### config.mk
export PLATFORM = sky130hd
export DESIGN_NAME = fbw_stage
export DESIGN_NICKNAME = d
export VERILOG_FILES = /design/src/fbw_pkg.sv /design/src/fbw_stage.sv
export SDC_FILE = /design/constraint.sdc
export NUM_CORES = 1
export LEC_CHECK = 0
export BUFFER_PORTS_ARGS = -buffer_cell sky130_fd_sc_hd__buf_4
export CAP_MARGIN = 0
export CORE_MARGIN = 2
export CORE_UTILIZATION = 55
export DETAILED_ROUTE_END_ITERATION = 8
export PLACE_DENSITY = 0.82
export REMOVE_ABC_BUFFERS = 1
export SYNTH_ARGS = -nofsm -noshare
export SYNTH_HDL_FRONTEND = slang
export SYNTH_SLANG_ARGS = --single-unit
export TNS_END_PERCENT = 1
### constraint.sdc
create_clock -name CLK -period 5.8 [get_ports CLK]
set_input_delay 0.29 -clock CLK [delete_from_list [all_inputs] [get_ports CLK]]
set_output_delay 0.29 -clock CLK [all_outputs]
set_load 0.02 [all_outputs]
### src/fbw_pkg.sv
// Package for the framebuffer write select, mask and clear stage
package fbw_pkg;
    localparam int FBW_SEL_W = 4;
    localparam logic [3:0] SEL_NONE   = 4'h0;
    localparam logic [3:0] SEL_FL     = 4'h1;
    localparam logic [3:0] SEL_FR     = 4'h2;
    localparam logic [3:0] SEL_BL     = 4'h3;
    localparam logic [3:0] SEL_BR     = 4'h4;
    localparam logic [3:0] SEL_FRONT  = 4'h5;
    localparam logic [3:0] SEL_BACK   = 4'h6;
    localparam logic [3:0] SEL_LEFT   = 4'h7;
    localparam logic [3:0] SEL_RIGHT  = 4'h8;
    localparam logic [3:0] SEL_FAB    = 4'h9;
    localparam logic [3:0] SEL_FIRST_AUXILIARY_SURFACE   = 4'ha;
    localparam int SURF_FL  = 0;
    localparam int SURF_FR  = 1;
    localparam int SURF_BL  = 2;
    localparam int SURF_BR  = 3;
    localparam int SURF_AUX = 4;
    localparam logic [3:0] CLR_COLOR = 4'h1;
    localparam logic [3:0] CLR_DEPTH = 4'h2;
    localparam logic [3:0] CLR_STEN  = 4'h4;
    localparam logic [3:0] CLR_ACCUM = 4'h8;
    localparam logic [15:0] DEPTH_ONE = 16'hffff;
    localparam logic [1:0] FACE_FRONT = 2'h1;
    localparam logic [1:0] FACE_BACK  = 2'h2;
    localparam logic [1:0] ERR_NONE   = 2'h0;
    localparam logic [1:0] ERR_OP     = 2'h1;
    localparam logic [1:0] ERR_VALUE  = 2'h2;
    typedef enum logic [3:0] {
        FBW_CMD_NOP     = 4'h0,
        FBW_CMD_SINGLE  = 4'h1,
        FBW_CMD_MULTI   = 4'h2,
        FBW_CMD_PALMASK = 4'h3,
        FBW_CMD_COMPEN  = 4'h4,
        FBW_CMD_ZEN     = 4'h5,
        FBW_CMD_STCOM   = 4'h6,
        FBW_CMD_STFACE  = 4'h7,
        FBW_CMD_CLRVAL  = 4'h8,
        FBW_CMD_CLEAR   = 4'h9
    } fbw_cmd_t;
    typedef struct packed {
        logic [31:0] color;
        logic [15:0] depth;
        logic [7:0]  stencil;
        logic        back_face;
        logic        sample;
    } fbw_frag_t;
endpackage

### src/fbw_stage.sv
// Framebuffer write stage: surface select, write masks and clears
`timescale 1ns/100ps
// Functional notes
// - Single-target command sets surface set of colour zero: 0,1,2,4 or aux
// - Missing side means left and right; missing position means front and back
// - Aux selector enables only aux surface i, code is first aux plus i
// - Selector naming no allocated surface flags bad operation
// - Single-target command sets all other colours to no target
// - Multi-target list fills colours upward, rest set to no target
// - Repeated surface in list flags bad operation; repeated no target allowed
// - Multi-surface selector in list flags bad operation
// - List count above limit flags bad value; limit at least one
// - Colour with no target writes no surface
// - Reset: colour zero selects back if present else front; others none
// - Index bits gated by palette mask; RGBA by component enables
// - Depth written only while z write enable set
// - Separate front and back stencil masks; per-face and common commands
// - Face picks stencil mask; clears use front mask
// - Reset: index and stencil masks ones, depth and colour enables set
// - With multisample, colour masks gate samples only; resolved colour ignores them
// - Clear flags colour, depth, stencil, accum; other bits flag bad value
// - Clears use write masks; clear of missing buffer has no effect
// - Stencil clear value masked to planes; index clear masked to 2^m-1
// - Reset clear values zero, depth clear value one
// - Colour clear hits samples unless colour zero selects none; depth, stencil too
module fbw_stage import fbw_pkg::*; #(
    parameter int  NCOL     = 4,
    parameter int  NAUX     = 2,
    parameter int  SBITS    = 8,
    parameter int  IBITS    = 8,
    parameter bit  HAS_BACK = 1'b1,
    parameter bit  HAS_RIGHT = 1'b0,
    parameter bit  HAS_DEPTH = 1'b1,
    parameter bit  HAS_STEN = 1'b1,
    parameter bit  HAS_ACCUM = 1'b1,
    parameter bit  HAS_MS   = 1'b0
) (
    input  wire logic              CLK,
    input  wire logic              RST_B,
    input  wire logic              CMD_VALID,
    input  wire fbw_cmd_t          CMD_OP,
    input  wire logic [31:0]       CMD_ARG,
    input  wire logic [3:0]        CMD_COUNT,
    input  wire logic [NCOL*4-1:0] CMD_LIST,
    input  wire logic [1:0]        CMD_FACE,
    input  wire logic              INDEX_MODE,
    input  wire logic              FRAG_VALID,
    input  wire logic [1:0]        FRAG_COLOR_IDX,
    input  wire fbw_frag_t         FRAG,
    input  wire fbw_frag_t         STORED,
    output logic [1:0]             ERR_CODE,
    output logic                   ERR_PULSE,
    output logic                   WR_VALID,
    output logic [4+NAUX-1:0]      WR_SURF,
    output fbw_frag_t              WR_DATA,
    output logic                   WR_DEPTH,
    output logic                   WR_STEN,
    output logic                   WR_SAMPLE,
    output logic                   WR_CLEAR,
    output logic                   WR_ACCUM
);
    localparam int SW = 4 + NAUX;

    // Elaboration-time refusal of sizes the selector codes and data fields cannot carry
    if (NCOL < 1 || NCOL > 4 || NAUX < 0 || NAUX > 6 || SBITS < 1 || SBITS > 8
        || IBITS < 1 || IBITS > 32) begin
        $error("fbw_stage: parameter out of range");
    end

    logic [3:0]  sel_reg [NCOL];
    logic [IBITS-1:0] pal_mask_reg;
    logic [3:0]  comp_en_reg;
    logic        z_en_reg;
    logic [SBITS-1:0] st_front_reg;
    logic [SBITS-1:0] st_back_reg;
    logic [31:0] clr_color_reg;
    logic [31:0] clr_index_reg;
    logic [15:0] clr_depth_reg;
    logic [SBITS-1:0] clr_sten_reg;

    // Surfaces named by a selector
    function automatic logic [SW-1:0] surf_of(input logic [3:0] s);
        logic [SW-1:0] m;
        m = '0;
        unique case (s)
            SEL_FL:    m[SURF_FL] = 1'b1;
            SEL_FR:    m[SURF_FR] = 1'b1;
            SEL_BL:    m[SURF_BL] = 1'b1;
            SEL_BR:    m[SURF_BR] = 1'b1;
            SEL_FRONT: m[SURF_FR:SURF_FL] = 2'h3;
            SEL_BACK:  m[SURF_BR:SURF_BL] = 2'h3;
            SEL_LEFT:  begin m[SURF_FL] = 1'b1; m[SURF_BL] = 1'b1; end
            SEL_RIGHT: begin m[SURF_FR] = 1'b1; m[SURF_BR] = 1'b1; end
            SEL_FAB:   m[SURF_BR:SURF_FL] = 4'hf;
            default: begin
                if (s >= SEL_FIRST_AUXILIARY_SURFACE && int'(s - SEL_FIRST_AUXILIARY_SURFACE) < NAUX) begin
                    m[SURF_AUX + int'(s - SEL_FIRST_AUXILIARY_SURFACE)] = 1'b1;
                end
            end
        endcase
        return m;
    endfunction

    // Surfaces present in this context
    function automatic logic [SW-1:0] alloc_mask();
        logic [SW-1:0] m;
        m = '1;
        m[SURF_FR] = HAS_RIGHT;
        m[SURF_BL] = HAS_BACK;
        m[SURF_BR] = HAS_BACK & HAS_RIGHT;
        return m;
    endfunction

    // Selector valid: none or names an allocated surface
    function automatic logic sel_ok(input logic [3:0] s);
        return (s == SEL_NONE) || ((surf_of(s) & alloc_mask()) != '0);
    endfunction

    logic [1:0] multi_err;
    always_comb begin
        logic [SW-1:0] seen;
        logic [SW-1:0] sm;
        sm = '0;
        seen = '0;
        multi_err = ERR_NONE;
        if (int'(CMD_COUNT) > NCOL) begin
            multi_err = ERR_VALUE;
        end else begin
            for (int i = 0; i < NCOL; i++) begin
                if (i < int'(CMD_COUNT)) begin
                    sm = surf_of(CMD_LIST[i*4 +: 4]);
                    if (CMD_LIST[i*4 +: 4] >= SEL_FRONT && CMD_LIST[i*4 +: 4] <= SEL_FAB) begin
                        multi_err = ERR_OP;
                    end
                    if (!sel_ok(CMD_LIST[i*4 +: 4]) || (seen & sm) != '0) begin
                        multi_err = ERR_OP;
                    end
                    seen = seen | sm;
                end
            end
        end
    end

    logic single_bad;
    assign single_bad = !sel_ok(CMD_ARG[3:0]) || CMD_ARG[31:4] != '0;

    logic clear_bad;
    assign clear_bad = (CMD_ARG[31:4] != '0);

    // Selection state
    always_ff @(posedge CLK) begin
        if (!RST_B) begin
            for (int i = 0; i < NCOL; i++) begin
                sel_reg[i] <= SEL_NONE;
            end
            sel_reg[0] <= HAS_BACK ? SEL_BACK : SEL_FRONT;
        end else if (CMD_VALID && CMD_OP == FBW_CMD_SINGLE && !single_bad) begin
            for (int i = 0; i < NCOL; i++) begin
                sel_reg[i] <= SEL_NONE;
            end
            sel_reg[0] <= CMD_ARG[3:0];
        end else if (CMD_VALID && CMD_OP == FBW_CMD_MULTI && multi_err == ERR_NONE) begin
            for (int i = 0; i < NCOL; i++) begin
                sel_reg[i] <= (i < int'(CMD_COUNT)) ? CMD_LIST[i*4 +: 4] : SEL_NONE;
            end
        end
    end

    // Mask state
    always_ff @(posedge CLK) begin
        if (!RST_B) begin
            pal_mask_reg <= '1;
            comp_en_reg  <= 4'hf;
            z_en_reg     <= 1'b1;
            st_front_reg <= '1;
            st_back_reg  <= '1;
        end else if (CMD_VALID) begin
            unique case (CMD_OP)
                FBW_CMD_PALMASK: pal_mask_reg <= CMD_ARG[IBITS-1:0];
                FBW_CMD_COMPEN:  comp_en_reg  <= CMD_ARG[3:0];
                FBW_CMD_ZEN:     z_en_reg     <= (CMD_ARG != '0);
                FBW_CMD_STCOM: begin
                    st_front_reg <= CMD_ARG[SBITS-1:0];
                    st_back_reg  <= CMD_ARG[SBITS-1:0];
                end
                FBW_CMD_STFACE: begin
                    if (CMD_FACE[0]) st_front_reg <= CMD_ARG[SBITS-1:0];
                    if (CMD_FACE[1]) st_back_reg  <= CMD_ARG[SBITS-1:0];
                end
                default: ;
            endcase
        end
    end

    // Clear values; CMD_FACE picks which value CLRVAL loads
    always_ff @(posedge CLK) begin
        if (!RST_B) begin
            clr_color_reg <= '0;
            clr_index_reg <= '0;
            clr_depth_reg <= DEPTH_ONE;
            clr_sten_reg  <= '0;
        end else if (CMD_VALID && CMD_OP == FBW_CMD_CLRVAL) begin
            unique case (CMD_FACE)
                2'h0: clr_color_reg <= CMD_ARG;
                2'h1: clr_index_reg <= CMD_ARG & ((32'h1 << IBITS) - 32'h1);
                2'h2: clr_depth_reg <= CMD_ARG[15:0];
                2'h3: clr_sten_reg  <= CMD_ARG[SBITS-1:0];
            endcase
        end
    end

    // Error report
    always_ff @(posedge CLK) begin
        if (!RST_B) begin
            ERR_CODE  <= ERR_NONE;
            ERR_PULSE <= 1'b0;
        end else begin
            ERR_PULSE <= 1'b0;
            if (CMD_VALID && CMD_OP == FBW_CMD_SINGLE && single_bad) begin
                ERR_CODE <= ERR_OP;
                ERR_PULSE <= 1'b1;
            end else if (CMD_VALID && CMD_OP == FBW_CMD_MULTI && multi_err != ERR_NONE) begin
                ERR_CODE <= multi_err;
                ERR_PULSE <= 1'b1;
            end else if (CMD_VALID && CMD_OP == FBW_CMD_CLEAR && clear_bad) begin
                ERR_CODE <= ERR_VALUE;
                ERR_PULSE <= 1'b1;
            end
        end
    end

    // Write path
    logic        is_clear;
    logic [3:0]  cur_sel;
    logic [31:0] cmask;
    logic [SBITS-1:0] smask;
    logic [31:0] nclr;
    always_comb begin
        is_clear = CMD_VALID && CMD_OP == FBW_CMD_CLEAR && !clear_bad;
        cur_sel  = is_clear ? sel_reg[0] : sel_reg[FRAG_COLOR_IDX];
        if (INDEX_MODE) begin
            cmask = '0;
            cmask[IBITS-1:0] = pal_mask_reg;
        end else begin
            for (int c = 0; c < 4; c++) begin
                cmask[c*8 +: 8] = {8{comp_en_reg[c]}};
            end
        end
        smask = (is_clear || !FRAG.back_face) ? st_front_reg : st_back_reg;
        nclr  = INDEX_MODE ? clr_index_reg : clr_color_reg;
    end

    always_ff @(posedge CLK) begin
        if (!RST_B) begin
            WR_VALID  <= 1'b0;
            WR_SURF   <= '0;
            WR_DATA   <= '0;
            WR_DEPTH  <= 1'b0;
            WR_STEN   <= 1'b0;
            WR_SAMPLE <= 1'b0;
            WR_CLEAR  <= 1'b0;
            WR_ACCUM  <= 1'b0;
        end else if (is_clear) begin
            WR_VALID  <= 1'b1;
            WR_CLEAR  <= 1'b1;
            WR_SURF   <= CMD_ARG[0] ? (surf_of(cur_sel) & alloc_mask()) : '0;
            WR_DATA.color   <= (nclr & cmask) | (STORED.color & ~cmask);
            WR_DATA.depth   <= clr_depth_reg;
            WR_DATA.stencil <= 8'((clr_sten_reg & smask) | (STORED.stencil[SBITS-1:0] & ~smask));
            WR_DATA.back_face <= 1'b0;
            WR_DATA.sample  <= 1'b0;
            WR_DEPTH  <= CMD_ARG[1] && HAS_DEPTH && z_en_reg;
            WR_STEN   <= CMD_ARG[2] && HAS_STEN;
            WR_ACCUM  <= CMD_ARG[3] && HAS_ACCUM;
            WR_SAMPLE <= HAS_MS && ((CMD_ARG[0] && sel_reg[0] != SEL_NONE)
                         || CMD_ARG[1] || CMD_ARG[2]);
        end else if (FRAG_VALID) begin
            WR_VALID  <= 1'b1;
            WR_CLEAR  <= 1'b0;
            WR_ACCUM  <= 1'b0;
            WR_SAMPLE <= HAS_MS && FRAG.sample;
            WR_SURF   <= surf_of(cur_sel) & alloc_mask();
            WR_DATA.back_face <= FRAG.back_face;
            WR_DATA.sample    <= FRAG.sample;
            WR_DATA.depth     <= FRAG.depth;
            if (HAS_MS && !FRAG.sample) begin
                WR_DATA.color <= FRAG.color;
            end else begin
                WR_DATA.color <= (FRAG.color & cmask) | (STORED.color & ~cmask);
            end
            WR_DATA.stencil <= 8'((FRAG.stencil[SBITS-1:0] & smask)
                               | (STORED.stencil[SBITS-1:0] & ~smask));
            WR_DEPTH  <= z_en_reg && (!HAS_MS || FRAG.sample);
            WR_STEN   <= 1'b1;
        end else begin
            WR_VALID  <= 1'b0;
            WR_CLEAR  <= 1'b0;
            WR_DEPTH  <= 1'b0;
            WR_STEN   <= 1'b0;
            WR_ACCUM  <= 1'b0;
            WR_SAMPLE <= 1'b0;
        end
    end

    chk_none_no_surf: assert property (@(posedge CLK) disable iff (!RST_B)
        FRAG_VALID && !is_clear && sel_reg[FRAG_COLOR_IDX] == SEL_NONE |=> WR_SURF == '0)
        else $error("no-target colour wrote a surface");
    chk_single_clears: assert property (@(posedge CLK) disable iff (!RST_B)
        CMD_VALID && CMD_OP == FBW_CMD_SINGLE && !single_bad && NCOL > 1
        |=> sel_reg[NCOL-1] == SEL_NONE)
        else $error("single select left other colour set");
    chk_single_err: assert property (@(posedge CLK) disable iff (!RST_B)
        CMD_VALID && CMD_OP == FBW_CMD_SINGLE && single_bad
        |=> ERR_PULSE && ERR_CODE == ERR_OP && $stable(sel_reg[0]))
        else $error("bad single selector not flagged");
    chk_count_limit: assert property (@(posedge CLK) disable iff (!RST_B)
        CMD_VALID && CMD_OP == FBW_CMD_MULTI && int'(CMD_COUNT) > NCOL
        |=> ERR_PULSE && ERR_CODE == ERR_VALUE)
        else $error("list count over limit not flagged");
    chk_clear_bits: assert property (@(posedge CLK) disable iff (!RST_B)
        CMD_VALID && CMD_OP == FBW_CMD_CLEAR && CMD_ARG[31:4] != '0
        |=> ERR_CODE == ERR_VALUE && !WR_CLEAR)
        else $error("bad clear flags not flagged");
    chk_depth_gate: assert property (@(posedge CLK) disable iff (!RST_B)
        !z_en_reg && !(CMD_VALID && CMD_OP == FBW_CMD_ZEN) |=> !WR_DEPTH)
        else $error("depth written while disabled");
    chk_face_mask: assert property (@(posedge CLK) disable iff (!RST_B)
        CMD_VALID && CMD_OP == FBW_CMD_STFACE && CMD_FACE == FACE_BACK
        |=> $stable(st_front_reg))
        else $error("back-face mask command changed front mask");
    chk_reset_vals: assert property (@(posedge CLK)
        RST_B && $past(!RST_B) |-> clr_depth_reg == DEPTH_ONE && z_en_reg && comp_en_reg == 4'hf
            && pal_mask_reg == '1 && st_front_reg == '1 && st_back_reg == '1)
        else $error("reset values wrong");
    chk_stencil_merge: assert property (@(posedge CLK) disable iff (!RST_B)
        FRAG_VALID && !is_clear && !FRAG.back_face
        |=> WR_DATA.stencil[SBITS-1:0] == (($past(FRAG.stencil[SBITS-1:0]) & $past(st_front_reg))
            | ($past(STORED.stencil[SBITS-1:0]) & ~$past(st_front_reg))))
        else $error("front stencil merge wrong");
endmodule
==> flow_metrics.tcl <==
set metrics [dict create \
    status "finished, final reports clean" \
    cts_hold_buffers 0 \
    maxCapViolations 0 \
    cts-resized-gates 0 \
    cts_setup_buffers 0 \
    synth_flop_cell "dfxtp_1" \
    dr.pass1.iters 5 \
    gp_congestion 0.918 \
    p_leak_nw 5.58 \
    clockBufferDepth 2 \
    htreeDepth 4 \
    initial_utilization 0.566 \
    slew_violations 0 \
    path_class "in2reg" \
    cp.arrival_ps 4110 \
    fmax_ghz 0.250 \
    port_buffers 232 \
    critPathSlowestCell "or4b_1" \
    yosys.area.top_type_share 0.306 \
    clkSinkCount 179 \
    grt_max_degree 82 \
    antenna_found_initial 0 \
    drt_iter0_markers 828 \
    area_growth_syn_to_layout_pct 22.5 \
    diodes 0 \
    rsz0062_at_grt "no" \
    clk_pin_slew_ps 80 \
    drc 0 \
    async_reset_ff_frac 0 \
    hold_path_depth 3 \
    ys_ff_latch 179 \
    drtAntennaViolNets 0 \
    fillers 1524 \
    grt_usage 0.304 \
    core_area_sq_mm 0.0188 \
    io-pin-count 254 \
    cts_tree "built" \
    dieArea_sq_mm 0.0205 \
    rows 50 \
    critPathCaptureType "register" \
    hold_viol_final 0 \
    setup_violations 0 \
    rr_worst_depth 12 \
    power_frac_clock 0.383 \
    yosysTopAreaCell "dfxtp_1" \
    wl_per_cell_microns 17.8 \
    layout_commonest_cell "buf_4" \
    critPathMaxStageDelay_ps 580 \
    max_slew_margin 0.274 \
    critPathBufInv 3 \
    cts_buffers 17 \
    worstPathRequired_ps 5910 \
    via_per_inst 5.98 \
    final_cell_mix "buf_4 (241), nand2_1 (206), dfxtp_1 (163), a21oi_1 (128), nor2_1 (125)" \
    synth-edff-count 16 \
    skew_ps 10.4 \
    fin_setup_tns_ps 0 \
    crit_chain "buf_4 -> inv_1 -> ha_1 -> inv_1 -> ha_1 -> ha_1 -> or4b_1 -> mux2_2 -> o32ai_1 -> a22oi_1 -> a21oi_1 -> o211ai_1 -> a2111oi_4 -> or3_1" \
    period_share 0.690 \
    syn_area_sq_mm 0.0107 \
    worstMarginPinSlew_ps 1090 \
    syn_inst 1335 \
    hpwl_mm 22.5 \
    path_max_fanout 15 \
    post_synth.cell_area_avg_sq_um 7.98 \
    ys.warnings.count 0 \
    drive_gt1_frac 0.196 \
    hold_path_class "in2reg" \
    stdcell_area_sq_mm 0.0131 \
    largest_reg_flops 58 \
    die_y_microns 143 \
    first_global_vias 9747 \
    clock_latency_ps 440 \
    grt_overflow_total 0 \
    wl_mm 31.7 \
    yosysSeqAreaShare 0.351 \
    worst-path-stages 14 \
    dpl_cell_area_sq_mm 0.0125 \
    power_frac_seq 0.430 \
    worstSetupStartpointType "input port" \
    p_sw_frac 0.303 \
    clockRootBuffer "clkbuf_16" \
    switchingPower_mw 0.925 \
    p_int_mw 2.13 \
    powerDensity_mw_per_mm2 234 \
    synth_cell_type_count 85 \
    period_minus_slack_ps 4000 \
    synth_area_leaders "dfxtp_1 (31%), mux2i_1 (8.6%), nand2_1 (7.3%)" \
    crit_family "compound AO/OA/AOI/OAI gates" \
    num_vias 10623 \
    comb_power_share 0.187 \
    finalNetCount 1730 \
    die_w_microns 143 \
    grt_pass1_wl_mm 49.8 \
    crit_path_frequent_cell "ha_1" \
    ir_drop_mv 0.208 \
]
==> per-stage QoR <==
| step | total power, mW | util | hold slack, ps | worst slack (ps) | std cells |
|---|---|---|---|---|---|
| after floorplan | 1.64 | - | 352 | 1080 | 1244 |
| after global placement | 1.89 | 0.661 | 443 | 1450 | 1745 |
| after detailed placement | 1.90 | 0.661 | 447 | 1370 | 1745 |
| after CTS | 3.05 | 0.693 | 73.5 | 1820 | 1777 |
| after global routing | 3.17 | 0.693 | 91.1 | 1560 | 1777 |
| final | 3.05 | 0.693 | 83.2 | 1800 | 1777 |
==> metal layers <==
layer | vias up | part of all wire | track usage
li1 | 5142 | - | -
met1 | 4996 | 0.42 | 0.391
met2 | 424 | 0.48 | 0.515
met3 | 61 | 0.074 | 0.0513
met4 | 0 | 0.026 | 0.104
met5 | - | 0 | 0
==> area by class of cell <==
cell class                      count  area [sq um]  share of cell area
Tap cell                          260           325              0.0249
Timing Repair Buffer              241          1810               0.139
Inverter                           51           194              0.0149
Clock inverter                     14           163              0.0125
Multi-Input combinational cell   1014          6380               0.489
Clock buffer                       18           439              0.0336
Sequential cell                   179          3740               0.287
==> power groups by stage <==
stage / clock (mW) / sequential, mW / combinational, mW
2_1_floorplan: 0 / 1.37 / 0.267
3_3_place_gp: 0 / 1.34 / 0.552
3_5_place_dp: 0 / 1.34 / 0.563
4_1_cts: 1.17 / 1.31 / 0.567
5_1_grt: 1.23 / 1.32 / 0.624
6_report: 1.17 / 1.31 / 0.571
==> Yosys cell counts (all sizes together), types with 5 or more instances <==
master and instances:
nor4b 5, a31oi 7, nand2b 14, o21a 9
nand3b 7, nand2 206, and2 16, a2111oi 6
nor2 125, and3 5, nor3 12, dfxtp 163
mux2i 92, or2 5, nor2b 20, inv 50
or3 6, a22oi 5, edfxtp 16, o211ai 15
a21oi 128, buf 13, nor4 12, nand3 38
a211oi 66, o221ai 20, nand4 15, o21ai 54
clkbuf 81, ha 45
==> final timing paths <==
kind | endpoint | slack (ps) | from
hold / removal | clr_depth_reg[12]$_SDFFE_PN1P_ | 80 | CMD_ARG[12]
setup / recovery | sel_reg[3][1]$_SDFFCE_PP0P_ | 1800 | CMD_LIST[6]
setup reg to reg | WR_SURF[0]$_SDFFE_PN0P_ | 2830 | sel_reg[3][2]$_SDFFCE_PP0P_
hold reg to reg | clr_color_reg[0]$_SDFFE_PN0P_ | 460 | clr_color_reg[0]$_SDFFE_PN0P_
==> logic make-up after synthesis <==
| kind of cell | share of synthesized area |
|---|---|
| AO/OA/AOI/OAI | 0.231 |
| XOR/XNOR | 0.000822 |
| adder cells (fa/ha/maj) | 0.0528 |
| buffers and inverters | 0.0526 |
| flip-flops | 0.351 |
| multiplexers | 0.0896 |
| other | 0.000352 |
| AND/OR/NAND/NOR | 0.222 |
==> worst register-to-register path, stage by stage, from the launching register on <==
cell and delay (ps):
edfxtp_1 390, mux2i_1 150, a22oi_1 90, a2bb2o_1 460
ha_1 210, inv_1 40, ha_1 310, ha_1 210
nor2_1 90, nand4_1 150, a211oi_2 400, nand3_1 120
a221oi_1 260
(Power assumes the default switching activity.)
